**config.mk**
```make
export PLATFORM = sky130hd
export DESIGN_NAME = hdps_top
export DESIGN_NICKNAME = d
export VERILOG_FILES = /design/src/rtl/hdps_pkg.sv /design/src/rtl/hdps_loss_timer.sv /design/src/rtl/hdps_pin_ctrl.sv /design/src/rtl/hdps_top.sv
export SDC_FILE = /design/constraint.sdc
export NUM_CORES = 1
export LEC_CHECK = 0
export BUFFER_PORTS_ARGS = -buffer_cell sky130_fd_sc_hd__buf_2
export CAP_MARGIN = 5
export CORE_MARGIN = 1
export CORE_UTILIZATION = 53
export DETAILED_ROUTE_END_ITERATION = 10
export GPL_TIMING_DRIVEN = 0
export PLACE_DENSITY = 0.75
export SLEW_MARGIN = 20
export SYNTH_ARGS = -nofsm -noshare
export SYNTH_HDL_FRONTEND = slang
export SYNTH_HIERARCHICAL = 1
export SYNTH_SLANG_ARGS = --single-unit
export TNS_END_PERCENT = 1
```
**constraint.sdc**
```tcl
create_clock -name CORE_CLK -period 2 [get_ports CORE_CLK]
set_input_delay 0.3 -clock CORE_CLK [delete_from_list [all_inputs] [get_ports CORE_CLK]]
set_output_delay 0.3 -clock CORE_CLK [all_outputs]
set_load 0.03 [all_outputs]
```
**src/rtl/hdps_pkg.sv**
```systemverilog
// shared constants and types for the holdover dac and pin status control
`default_nettype none

package hdps_pkg;

	// ------------------------------------------------------------
	// register addresses
	// ------------------------------------------------------------
	localparam logic [8:0] PIN_CFG_ADDR   = 9'h14A;
	localparam logic [8:0] HOLD_CTRL_ADDR = 9'h14B;
	localparam logic [8:0] FIXED_LO_ADDR  = 9'h14C;

	// ------------------------------------------------------------
	// field positions
	// ------------------------------------------------------------
	localparam int PIN_SEL_LSB   = 3;
	localparam int PIN_SEL_MSB   = 5;
	localparam int IO_TYPE_LSB   = 0;
	localparam int IO_TYPE_MSB   = 2;
	localparam int LOSS_WIN_LSB  = 6;
	localparam int LOSS_WIN_MSB  = 7;
	localparam int LOSS_ON_BIT   = 5;
	localparam int FOLLOW_BIT    = 4;
	localparam int FORCE_BIT     = 3;
	localparam int FIX_SEL_BIT   = 2;
	localparam int FIX_HI_LSB    = 0;
	localparam int FIX_HI_MSB    = 1;

	// ------------------------------------------------------------
	// reset values
	// ------------------------------------------------------------
	localparam logic [2:0] PIN_SEL_RST  = 3'h0;
	localparam logic [2:0] IO_TYPE_RST  = 3'h2;
	localparam logic [1:0] LOSS_WIN_RST = 2'h0;
	localparam logic       LOSS_ON_RST  = 1'h0;
	localparam logic       FOLLOW_RST   = 1'h1;
	localparam logic       FORCE_RST    = 1'h0;
	localparam logic       FIX_SEL_RST  = 1'h1;
	localparam logic [1:0] FIX_HI_RST   = 2'h2;
	localparam logic [7:0] FIX_LO_RST   = 8'h00;
	localparam logic [9:0] TRACK_MID    = 10'h200;
	localparam logic [1:0] PIN_MASK_CYC = 2'h3;

	// ------------------------------------------------------------
	// pin io types and status selections
	// ------------------------------------------------------------
	localparam logic [2:0] IO_IN       = 3'h0;
	localparam logic [2:0] IO_IN_PU    = 3'h1;
	localparam logic [2:0] IO_IN_PD    = 3'h2;
	localparam logic [2:0] IO_PP       = 3'h3;
	localparam logic [2:0] IO_PP_INV   = 3'h4;
	localparam logic [2:0] IO_OD       = 3'h6;
	localparam logic [2:0] SEL_LOW     = 3'h0;
	localparam logic [2:0] SEL_REF_TWO = 3'h2;
	localparam logic [2:0] SEL_LOCKED  = 3'h3;
	localparam logic [2:0] SEL_DAC_LOW = 3'h4;
	localparam logic [2:0] SEL_DAC_HI  = 3'h5;
	localparam logic [2:0] SEL_RDBK    = 3'h6;

	// ------------------------------------------------------------
	// signal loss windows, least time so rounded up
	// ------------------------------------------------------------
	localparam int CLK_HZ      = 25000000;
	localparam int LOSS_F0_HZ  = 370000;
	localparam int LOSS_F1_HZ  = 2100000;
	localparam int LOSS_F2_HZ  = 8800000;
	localparam int LOSS_F3_HZ  = 22000000;
	localparam logic [7:0] LOSS_CYC0 =
		8'((CLK_HZ + LOSS_F0_HZ - 1) / LOSS_F0_HZ);
	localparam logic [7:0] LOSS_CYC1 =
		8'((CLK_HZ + LOSS_F1_HZ - 1) / LOSS_F1_HZ);
	localparam logic [7:0] LOSS_CYC2 =
		8'((CLK_HZ + LOSS_F2_HZ - 1) / LOSS_F2_HZ);
	localparam logic [7:0] LOSS_CYC3 =
		8'((CLK_HZ + LOSS_F3_HZ - 1) / LOSS_F3_HZ);

	typedef enum logic [1:0] {
		HDPS_REF_OK   = 2'b01,
		HDPS_REF_LOST = 2'b10
	} hdps_loss_e;

	function automatic logic is_input_type(input logic [2:0] t);
		is_input_type = (t == IO_IN) || (t == IO_IN_PU) || (t == IO_IN_PD);
	endfunction

	function automatic logic [7:0] loss_limit(input logic [1:0] w);
		case (w)
			2'h0: loss_limit = LOSS_CYC0;
			2'h1: loss_limit = LOSS_CYC1;
			2'h2: loss_limit = LOSS_CYC2;
			default: loss_limit = LOSS_CYC3;
		endcase
	endfunction

endpackage

`default_nettype wire

```
**src/rtl/hdps_loss_timer.sv**
```systemverilog
// loss-of-signal timeout on one reference input
`default_nettype none

module hdps_loss_timer (
	input  wire logic       clk,
	input  wire logic       rst_n,
	input  wire logic       check_on,
	input  wire logic       ref_is_mos,
	input  wire logic [1:0] window,
	input  wire logic       activity,
	output logic            loss,
	output logic            switch_evt
);

	hdps_pkg::hdps_loss_e state_reg, state_next;
	logic [7:0]           count_reg, count_next;
	logic                 evt_reg, evt_next;

	always_comb begin
		state_next = state_reg;
		count_next = count_reg;
		evt_next   = 1'b0;
		if (!(check_on && ref_is_mos)) begin
			state_next = hdps_pkg::HDPS_REF_OK;
			count_next = 8'h00;
		end else if (activity) begin
			state_next = hdps_pkg::HDPS_REF_OK;
			count_next = 8'h00;
		end else begin
			case (state_reg)
				hdps_pkg::HDPS_REF_OK: begin
					count_next = count_reg + 8'h01;
					if (count_next >= hdps_pkg::loss_limit(window)) begin
						state_next = hdps_pkg::HDPS_REF_LOST;
						evt_next   = 1'b1;
					end
				end
				hdps_pkg::HDPS_REF_LOST: count_next = count_reg;
				default: state_next = hdps_pkg::HDPS_REF_OK;
			endcase
		end
	end

	always_ff @(posedge clk) begin
		if (!rst_n) begin
			state_reg <= hdps_pkg::HDPS_REF_OK;
			count_reg <= 8'h00;
			evt_reg   <= 1'b0;
		end else begin
			state_reg <= state_next;
			count_reg <= count_next;
			evt_reg   <= evt_next;
		end
	end

	assign loss       = (state_reg == hdps_pkg::HDPS_REF_LOST);
	assign switch_evt = evt_reg;

endmodule

`default_nettype wire

```
**src/rtl/hdps_pin_ctrl.sv**
```systemverilog
// multipurpose reset pin: reset input or status output
`default_nettype none

module hdps_pin_ctrl (
	input  wire logic       clk,
	input  wire logic       rst_n,
	input  wire logic [2:0] io_type,
	input  wire logic [2:0] status_sel,
	input  wire logic       pin_level,
	input  wire logic       ref_two_sel,
	input  wire logic       dac_locked,
	input  wire logic       dac_low,
	input  wire logic       dac_high,
	input  wire logic       readback,
	output logic            pin_o,
	output logic            pin_oe,
	output logic            pull_up,
	output logic            pull_dn,
	output logic            pin_reset
);

	logic o_reg, o_next;
	logic oe_reg, oe_next;
	logic pu_reg, pu_next;
	logic pd_reg, pd_next;
	logic rst_reg, rst_next;
	logic value;

	always_comb begin
		case (status_sel)
			hdps_pkg::SEL_LOW:     value = 1'b0;
			hdps_pkg::SEL_REF_TWO: value = ref_two_sel;
			hdps_pkg::SEL_LOCKED:  value = dac_locked;
			hdps_pkg::SEL_DAC_LOW: value = dac_low;
			hdps_pkg::SEL_DAC_HI:  value = dac_high;
			hdps_pkg::SEL_RDBK:    value = readback;
			default:               value = 1'b0;
		endcase
		o_next   = 1'b0;
		oe_next  = 1'b0;
		pu_next  = (io_type == hdps_pkg::IO_IN_PU);
		pd_next  = (io_type == hdps_pkg::IO_IN_PD);
		rst_next = hdps_pkg::is_input_type(io_type) && pin_level;
		// the selection only reaches the pin in output types
		case (io_type)
			hdps_pkg::IO_PP: begin
				o_next  = value;
				oe_next = 1'b1;
			end
			hdps_pkg::IO_PP_INV: begin
				o_next  = ~value;
				oe_next = 1'b1;
			end
			hdps_pkg::IO_OD: begin
				o_next  = 1'b0;
				oe_next = ~value;
			end
			default: begin
				o_next  = 1'b0;
				oe_next = 1'b0;
			end
		endcase
	end

	always_ff @(posedge clk) begin
		if (!rst_n) begin
			o_reg   <= 1'b0;
			oe_reg  <= 1'b0;
			pu_reg  <= 1'b0;
			pd_reg  <= 1'b1;
			rst_reg <= 1'b0;
		end else begin
			o_reg   <= o_next;
			oe_reg  <= oe_next;
			pu_reg  <= pu_next;
			pd_reg  <= pd_next;
			rst_reg <= rst_next;
		end
	end

	assign pin_o     = o_reg;
	assign pin_oe    = oe_reg;
	assign pull_up   = pu_reg;
	assign pull_dn   = pd_reg;
	assign pin_reset = rst_reg;

endmodule

`default_nettype wire

```
**src/rtl/hdps_top.sv**
```systemverilog
// holdover dac and multipurpose pin control, top level
//
// Overview of operation
// status select: 0 low, 2 ref two, 3 lock, 4 low, 5 high, 6 readback
// status select has no effect unless the io type is an output type
// io type in, pull-up, pull-down, push-pull, inverse, open-drain; reset 2
// in any input type a high pin holds the device in reset
// loss window codes 0..3 give 370 kHz, 2.1, 8.8, 22 MHz timeouts
// signal loss check bit enables the timeout, only for mos inputs
// follow bit lets the dac track the first loop, only while locked
// after reset the tracked dac code starts at 512
// tracking runs whatever the operating mode
// hold forced bit puts the device in holdover regardless of references
// forced holdover gives fixed value if selected, else latest tracked
// fixed dac select: 0 tracked, 1 programmed value; reset 1
// holdover control bits 1:0 are fixed value upper bits; reset 2
// fixed value lower byte lives at the next address; 10-bit code
// reserved bits read zero; reserved codes give no defined behaviour
`default_nettype none

module hdps_top (
	input  wire logic       CORE_CLK,
	input  wire logic       RESET_N,
	input  wire logic [8:0] REG_ADDR,
	input  wire logic [7:0] REG_WDATA,
	input  wire logic       REG_WR,
	input  wire logic       REG_RD,
	output logic      [7:0] REG_RDATA,
	output logic            REG_RVALID,
	input  wire logic       RST_PIN_I,
	output logic            RST_PIN_O,
	output logic            RST_PIN_OE,
	output logic            RST_PIN_PULL_UP,
	output logic            RST_PIN_PULL_DN,
	output logic            PIN_RESET,
	input  wire logic       REF_TWO_SELECTED,
	input  wire logic       DAC_LOCKED,
	input  wire logic       DAC_LOW,
	input  wire logic       DAC_HIGH,
	input  wire logic       READBACK_DATA,
	input  wire logic       REF_CLK_IN,
	input  wire logic       REF_IS_MOS,
	output logic            SIGNAL_LOSS,
	output logic            CLK_SWITCH_EVT,
	input  wire logic       FIRST_LOOP_LOCKED,
	input  wire logic [9:0] TUNE_CODE,
	input  wire logic       TRACK_TICK,
	input  wire logic       AUTO_HOLD,
	output logic            HOLDOVER_ACTIVE,
	output logic      [9:0] TRACKED_CODE,
	output logic      [9:0] DAC_CODE
);

	// ------------------------------------------------------------
	// pin synchronisers
	// ------------------------------------------------------------
	logic pin_s1_reg, pin_s2_reg;
	logic ref_s1_reg, ref_s2_reg, ref_s3_reg;
	logic ref_edge;

	always_ff @(posedge CORE_CLK) begin
		if (!RESET_N) begin
			pin_s1_reg <= 1'b0;
			pin_s2_reg <= 1'b0;
			ref_s1_reg <= 1'b0;
			ref_s2_reg <= 1'b0;
			ref_s3_reg <= 1'b0;
		end else begin
			pin_s1_reg <= RST_PIN_I;
			pin_s2_reg <= pin_s1_reg;
			ref_s1_reg <= REF_CLK_IN;
			ref_s2_reg <= ref_s1_reg;
			ref_s3_reg <= ref_s2_reg;
		end
	end

	// any transition on the reference counts as activity
	assign ref_edge = ref_s2_reg ^ ref_s3_reg;

	// ------------------------------------------------------------
	// control registers
	// ------------------------------------------------------------
	logic [2:0] pin_sel_reg, pin_sel_next;
	logic [2:0] io_type_reg, io_type_next;
	logic [1:0] loss_win_reg, loss_win_next;
	logic       loss_on_reg, loss_on_next;
	logic       follow_reg, follow_next;
	logic       force_reg, force_next;
	logic       fix_sel_reg, fix_sel_next;
	logic [1:0] fix_hi_reg, fix_hi_next;
	logic [7:0] fix_lo_reg, fix_lo_next;

	always_comb begin
		pin_sel_next  = pin_sel_reg;
		io_type_next  = io_type_reg;
		loss_win_next = loss_win_reg;
		loss_on_next  = loss_on_reg;
		follow_next   = follow_reg;
		force_next    = force_reg;
		fix_sel_next  = fix_sel_reg;
		fix_hi_next   = fix_hi_reg;
		fix_lo_next   = fix_lo_reg;
		if (REG_WR) begin
			case (REG_ADDR)
				hdps_pkg::PIN_CFG_ADDR: begin
					// bits 7:6 are not stored
					pin_sel_next = REG_WDATA[hdps_pkg::PIN_SEL_MSB:
						hdps_pkg::PIN_SEL_LSB];
					io_type_next = REG_WDATA[hdps_pkg::IO_TYPE_MSB:
						hdps_pkg::IO_TYPE_LSB];
				end
				hdps_pkg::HOLD_CTRL_ADDR: begin
					loss_win_next = REG_WDATA[hdps_pkg::LOSS_WIN_MSB:
						hdps_pkg::LOSS_WIN_LSB];
					loss_on_next  = REG_WDATA[hdps_pkg::LOSS_ON_BIT];
					follow_next   = REG_WDATA[hdps_pkg::FOLLOW_BIT];
					force_next    = REG_WDATA[hdps_pkg::FORCE_BIT];
					fix_sel_next  = REG_WDATA[hdps_pkg::FIX_SEL_BIT];
					fix_hi_next   = REG_WDATA[hdps_pkg::FIX_HI_MSB:
						hdps_pkg::FIX_HI_LSB];
				end
				hdps_pkg::FIXED_LO_ADDR: begin
					fix_lo_next = REG_WDATA;
				end
				default: begin
					fix_lo_next = fix_lo_reg;
				end
			endcase
		end
	end

	always_ff @(posedge CORE_CLK) begin
		if (!RESET_N) begin
			pin_sel_reg  <= hdps_pkg::PIN_SEL_RST;
			io_type_reg  <= hdps_pkg::IO_TYPE_RST;
			loss_win_reg <= hdps_pkg::LOSS_WIN_RST;
			loss_on_reg  <= hdps_pkg::LOSS_ON_RST;
			follow_reg   <= hdps_pkg::FOLLOW_RST;
			force_reg    <= hdps_pkg::FORCE_RST;
			fix_sel_reg  <= hdps_pkg::FIX_SEL_RST;
			fix_hi_reg   <= hdps_pkg::FIX_HI_RST;
			fix_lo_reg   <= hdps_pkg::FIX_LO_RST;
		end else begin
			pin_sel_reg  <= pin_sel_next;
			io_type_reg  <= io_type_next;
			loss_win_reg <= loss_win_next;
			loss_on_reg  <= loss_on_next;
			follow_reg   <= follow_next;
			force_reg    <= force_next;
			fix_sel_reg  <= fix_sel_next;
			fix_hi_reg   <= fix_hi_next;
			fix_lo_reg   <= fix_lo_next;
		end
	end

	// ------------------------------------------------------------
	// register readback
	// ------------------------------------------------------------
	logic [7:0] rdata_reg, rdata_next;
	logic       rvalid_reg, rvalid_next;

	always_comb begin
		rdata_next  = rdata_reg;
		rvalid_next = REG_RD;
		if (REG_RD) begin
			case (REG_ADDR)
				hdps_pkg::PIN_CFG_ADDR: begin
					rdata_next = {2'h0, pin_sel_reg, io_type_reg};
				end
				hdps_pkg::HOLD_CTRL_ADDR: begin
					rdata_next = {loss_win_reg, loss_on_reg, follow_reg,
						force_reg, fix_sel_reg, fix_hi_reg};
				end
				hdps_pkg::FIXED_LO_ADDR: begin
					rdata_next = fix_lo_reg;
				end
				default: begin
					rdata_next = 8'h00;
				end
			endcase
		end
	end

	always_ff @(posedge CORE_CLK) begin
		if (!RESET_N) begin
			rdata_reg  <= 8'h00;
			rvalid_reg <= 1'b0;
		end else begin
			rdata_reg  <= rdata_next;
			rvalid_reg <= rvalid_next;
		end
	end

	assign REG_RDATA  = rdata_reg;
	assign REG_RVALID = rvalid_reg;

	// ------------------------------------------------------------
	// dac tracking and holdover output
	// ------------------------------------------------------------
	logic [9:0] track_reg, track_next;
	logic [9:0] dac_reg, dac_next;
	logic       hold_reg, hold_next;
	logic [9:0] fixed_code;
	logic       pin_reset;

	assign fixed_code = {fix_hi_reg, fix_lo_reg};

	always_comb begin
		track_next = track_reg;
		// no dependence on holdover state or mode
		if (pin_reset) begin
			track_next = hdps_pkg::TRACK_MID;
		end else if (follow_reg && FIRST_LOOP_LOCKED && TRACK_TICK) begin
			track_next = TUNE_CODE;
		end
		hold_next = force_reg || AUTO_HOLD;
		if (hold_reg && fix_sel_reg) begin
			dac_next = fixed_code;
		end else begin
			dac_next = track_reg;
		end
	end

	always_ff @(posedge CORE_CLK) begin
		if (!RESET_N) begin
			track_reg <= hdps_pkg::TRACK_MID;
			dac_reg   <= hdps_pkg::TRACK_MID;
			hold_reg  <= 1'b0;
		end else begin
			track_reg <= track_next;
			dac_reg   <= dac_next;
			hold_reg  <= hold_next;
		end
	end

	assign TRACKED_CODE    = track_reg;
	assign DAC_CODE        = dac_reg;
	assign HOLDOVER_ACTIVE = hold_reg;

	// ------------------------------------------------------------
	// pin reset qualification
	// ------------------------------------------------------------
	// leaving an output type, the synchroniser still holds the level
	// this block drove; the pin is not believed until that has flushed
	logic [1:0] mask_cnt_reg, mask_cnt_next;
	logic       pin_level;

	always_comb begin
		mask_cnt_next = mask_cnt_reg;
		if (!hdps_pkg::is_input_type(io_type_reg)) begin
			mask_cnt_next = hdps_pkg::PIN_MASK_CYC;
		end else if (mask_cnt_reg != 2'h0) begin
			mask_cnt_next = mask_cnt_reg - 2'h1;
		end
	end

	always_ff @(posedge CORE_CLK) begin
		if (!RESET_N) begin
			mask_cnt_reg <= 2'h0;
		end else begin
			mask_cnt_reg <= mask_cnt_next;
		end
	end

	assign pin_level = pin_s2_reg && (mask_cnt_reg == 2'h0);

	// ------------------------------------------------------------
	// pin and loss timer
	// ------------------------------------------------------------
	hdps_pin_ctrl u_pin (
		.clk         (CORE_CLK),
		.rst_n       (RESET_N),
		.io_type     (io_type_reg),
		.status_sel  (pin_sel_reg),
		.pin_level   (pin_level),
		.ref_two_sel (REF_TWO_SELECTED),
		.dac_locked  (DAC_LOCKED),
		.dac_low     (DAC_LOW),
		.dac_high    (DAC_HIGH),
		.readback    (READBACK_DATA),
		.pin_o       (RST_PIN_O),
		.pin_oe      (RST_PIN_OE),
		.pull_up     (RST_PIN_PULL_UP),
		.pull_dn     (RST_PIN_PULL_DN),
		.pin_reset   (pin_reset)
	);

	assign PIN_RESET = pin_reset;

	hdps_loss_timer u_loss (
		.clk        (CORE_CLK),
		.rst_n      (RESET_N),
		.check_on   (loss_on_reg),
		.ref_is_mos (REF_IS_MOS),
		.window     (loss_win_reg),
		.activity   (ref_edge),
		.loss       (SIGNAL_LOSS),
		.switch_evt (CLK_SWITCH_EVT)
	);

endmodule

`default_nettype wire

```
==> impl_metrics.yaml <==
power:
  p_int_mw: 2.31
  pwr-share-clk: 0.381
  p_sw_mw: 0.705
  seqPwrFrac: 0.516
  leakage_nw: 1.74
  p_total_mw: 3.01
  pwr_density_cell_nw_per_um2: 754
  peakVddDrop_mv: 0.420
  p_sw_frac: 0.234
  p_comb_frac: 0.103
logic_synthesis:
  ys_ff_latch: 75
  synthMostInstantiatedCell: "dfxtp_1"
  async_reset_ff_frac: 0
  synth-main-ff-cell: "dfxtp_1"
  synth_cells: 352
  synth_edf_count: 0
  avgSynthCellArea_um2: 9.36
  ys_types: 52
  synthTopCellsByCount: "dfxtp_1, nand2_1, mux2i_1"
  synth_top_cell_area_share: 0.456
  post-synth-top-area-cell: "dfxtp_1"
  yosys_warnings: 6
  synth-seq-area-share: 0.456
  syn_area_um2: 3290
  synth_fp_nets: 401
  synth.area.top_cells: "dfxtp_1, nand2_1, mux2i_1, a21boi_0, ha_1"
clock_network:
  hold_buffers: 0
  cts_tree: "done"
  cts_resized: 0
  cts_setup_buffers: 0
  insertion_delay_ps: 340
  numCtsBuffers: 9
  clockBufferDepth: 2
  clock-root-buffer: "clkbuf_8"
  cts.sinks: 75
  cts_max_level: 3
  path_clk_slew_ps: 70
sta:
  fin_tns_setup_ps: 0
  relSlewSlack: 0.664
  fin_skew_ps: 4.31
  rsz0062_at_grt: "no"
  final.min_clock_period_ps: 1830
  fin_crit_sh: 0.914
  finalHoldViolations: 0
  finalSetupViolations: 0
  max_freq_ghz: 0.547
  tightest_slew_ps: 504
  slew_viol_final: 0
setup_path:
  crit_chain: "ha_2, xor2_2, ha_1, a21oi_2, a21boi_1, o31ai_2, a311oi_1"
  end_kind: "flop"
  cp_max_fo: 4
  cpLargestDelayFamily: "compound AO/OA/AOI/OAI gates"
  crit_type: "flop to flop"
  required_ps: 2210
  cp_slowest_cell: "dfxtp_4"
  startpoint_type: "flop"
  critPathBufInv: 0
  arrival_ps: 2040
  slowest_delay_ps: 360
die:
  io_pins: 79
  die_y_um: 80.8
  floorplan.initialDensity: 0.553
  core_um2: 5960
  die_area_um2: 6530
  num_rows: 28
  die_w_um: 80.8
drt:
  routed_wl_um: 7000
  drc: 0
  avgRoutedWirePerCell_um: 13.5
  vias_per_cell: 5.18
  antenna_left: 0
  num_vias: 2695
  dr.pass1.iters: 4
  drt_iter0_markers: 81
min_path:
  hp-class: "input port to flop"
final_layout:
  insertedDiodeCount: 0
  finalNonFillerCells: 520
  area_growth_pct: 21.2
  drive_gt1_frac: 0.270
  finish.net_count: 490
  stdcell_area_um2: 3990
grt:
  grt_first_pass_wirelength_um: 11500
  grt_max_degree: 12
  first_global_vias: 2490
  overflow: 0
  track_usage: 0.233
  antenna_found_initial: 0
outcome:
  status: "completed"
placement:
  portBuffers: 78
  routabilityCongestion: 0.840
  dp_hpwl_um: 5240
  place_inst: 505
  placed_area_um2: 3780
job:
  maxCapViolations: 0
-- cell usage in the layout (no fill, tap or decap), types with 5 or more instances in the layout --
master,Yosys,final
dfxtp_1,75,73
mux2i_1,24,24
ha_1,7,6
nand3_1,5,5
nand3b_1,8,8
and2_1,8,8
a22oi_1,6,6
a21boi_0,12,11
xor2_1,8,7
clkbuf_8,0,11
inv_1,6,6
o21ai_0,9,9
clkbuf_1,10,12
buf_2,5,83
mux2_2,7,7
nand2_1,74,74
nor2b_1,13,13
nor2_1,11,11
a21oi_1,14,13
-- kinds of logic after synthesis --
group                    after synthesis  synth area share
flip-flops                            75             0.456
AND/OR/NAND/NOR                      148             0.241
buffers and inverters                 23            0.0315
AO/OA/AOI/OAI                         56             0.117
multiplexers                          31            0.0969
XOR/XNOR                              12            0.0319
adder cells (fa/ha/maj)                7            0.0266
-- worst paths after layout --
path                                          start                end  slack, ps  cells past startpoint
worst max-delay path            u_loss/count_reg[0]  u_loss/switch_evt        170                      7
worst min-delay path                      AUTO_HOLD    HOLDOVER_ACTIVE        160                      2
worst max register to register  u_loss/count_reg[0]  u_loss/switch_evt        170                      7
worst min register to register           pin_s1_reg         pin_s2_reg        440                      1
-- power by group through the flow --
| stage | logic (mW) | clock network (mW) | registers, mW |
|---|---|---|---|
| 2_1_floorplan | 0.166 | 0 | 1.63 |
| 3_3_place_gp | 0.300 | 0 | 1.59 |
| 3_5_place_dp | 0.310 | 0 | 1.59 |
| 4_1_cts | 0.312 | 1.17 | 1.55 |
| 5_1_grt | 0.343 | 1.23 | 1.56 |
| 6_report | 0.310 | 1.15 | 1.55 |
-- metal layers --
layer,share of wire,GRT usage
met1,0.48,0.285
met2,0.46,0.382
met3,0.045,0.0562
met4,0.021,0.118
met5,0,0
-- worst reg2reg max path: cells and delay by family, from the launching register on --
family,cells,cell delay (ps)
compound gates,4,670
fa+ha+maj,2,520
flops,1,360
xor+xnor,1,150
-- cell type report --
cell class,instances,area [um^2]
plain buffers,17,81.3
clock buffers,13,159
clock inverters,2,35.0
fillers,518,1970
inverters,6,22.5
multi-input cells,254,1700
flip-flops and latches,75,1510
well taps,75,93.8
repair buffers,78,390
-- stage by stage --
step | utilization | setup WS [ps] | hold slack, ps
after floorplan | - | 278 | 376
after global placement | 0.634 | 136 | 415
after detailed placement | 0.634 | 81.7 | 434
after CTS | 0.667 | 68.2 | 144
after global routing | 0.670 | 42.5 | 158
final | 0.670 | 172 | 164
Note: power is estimated with default switching activity, not from simulation.
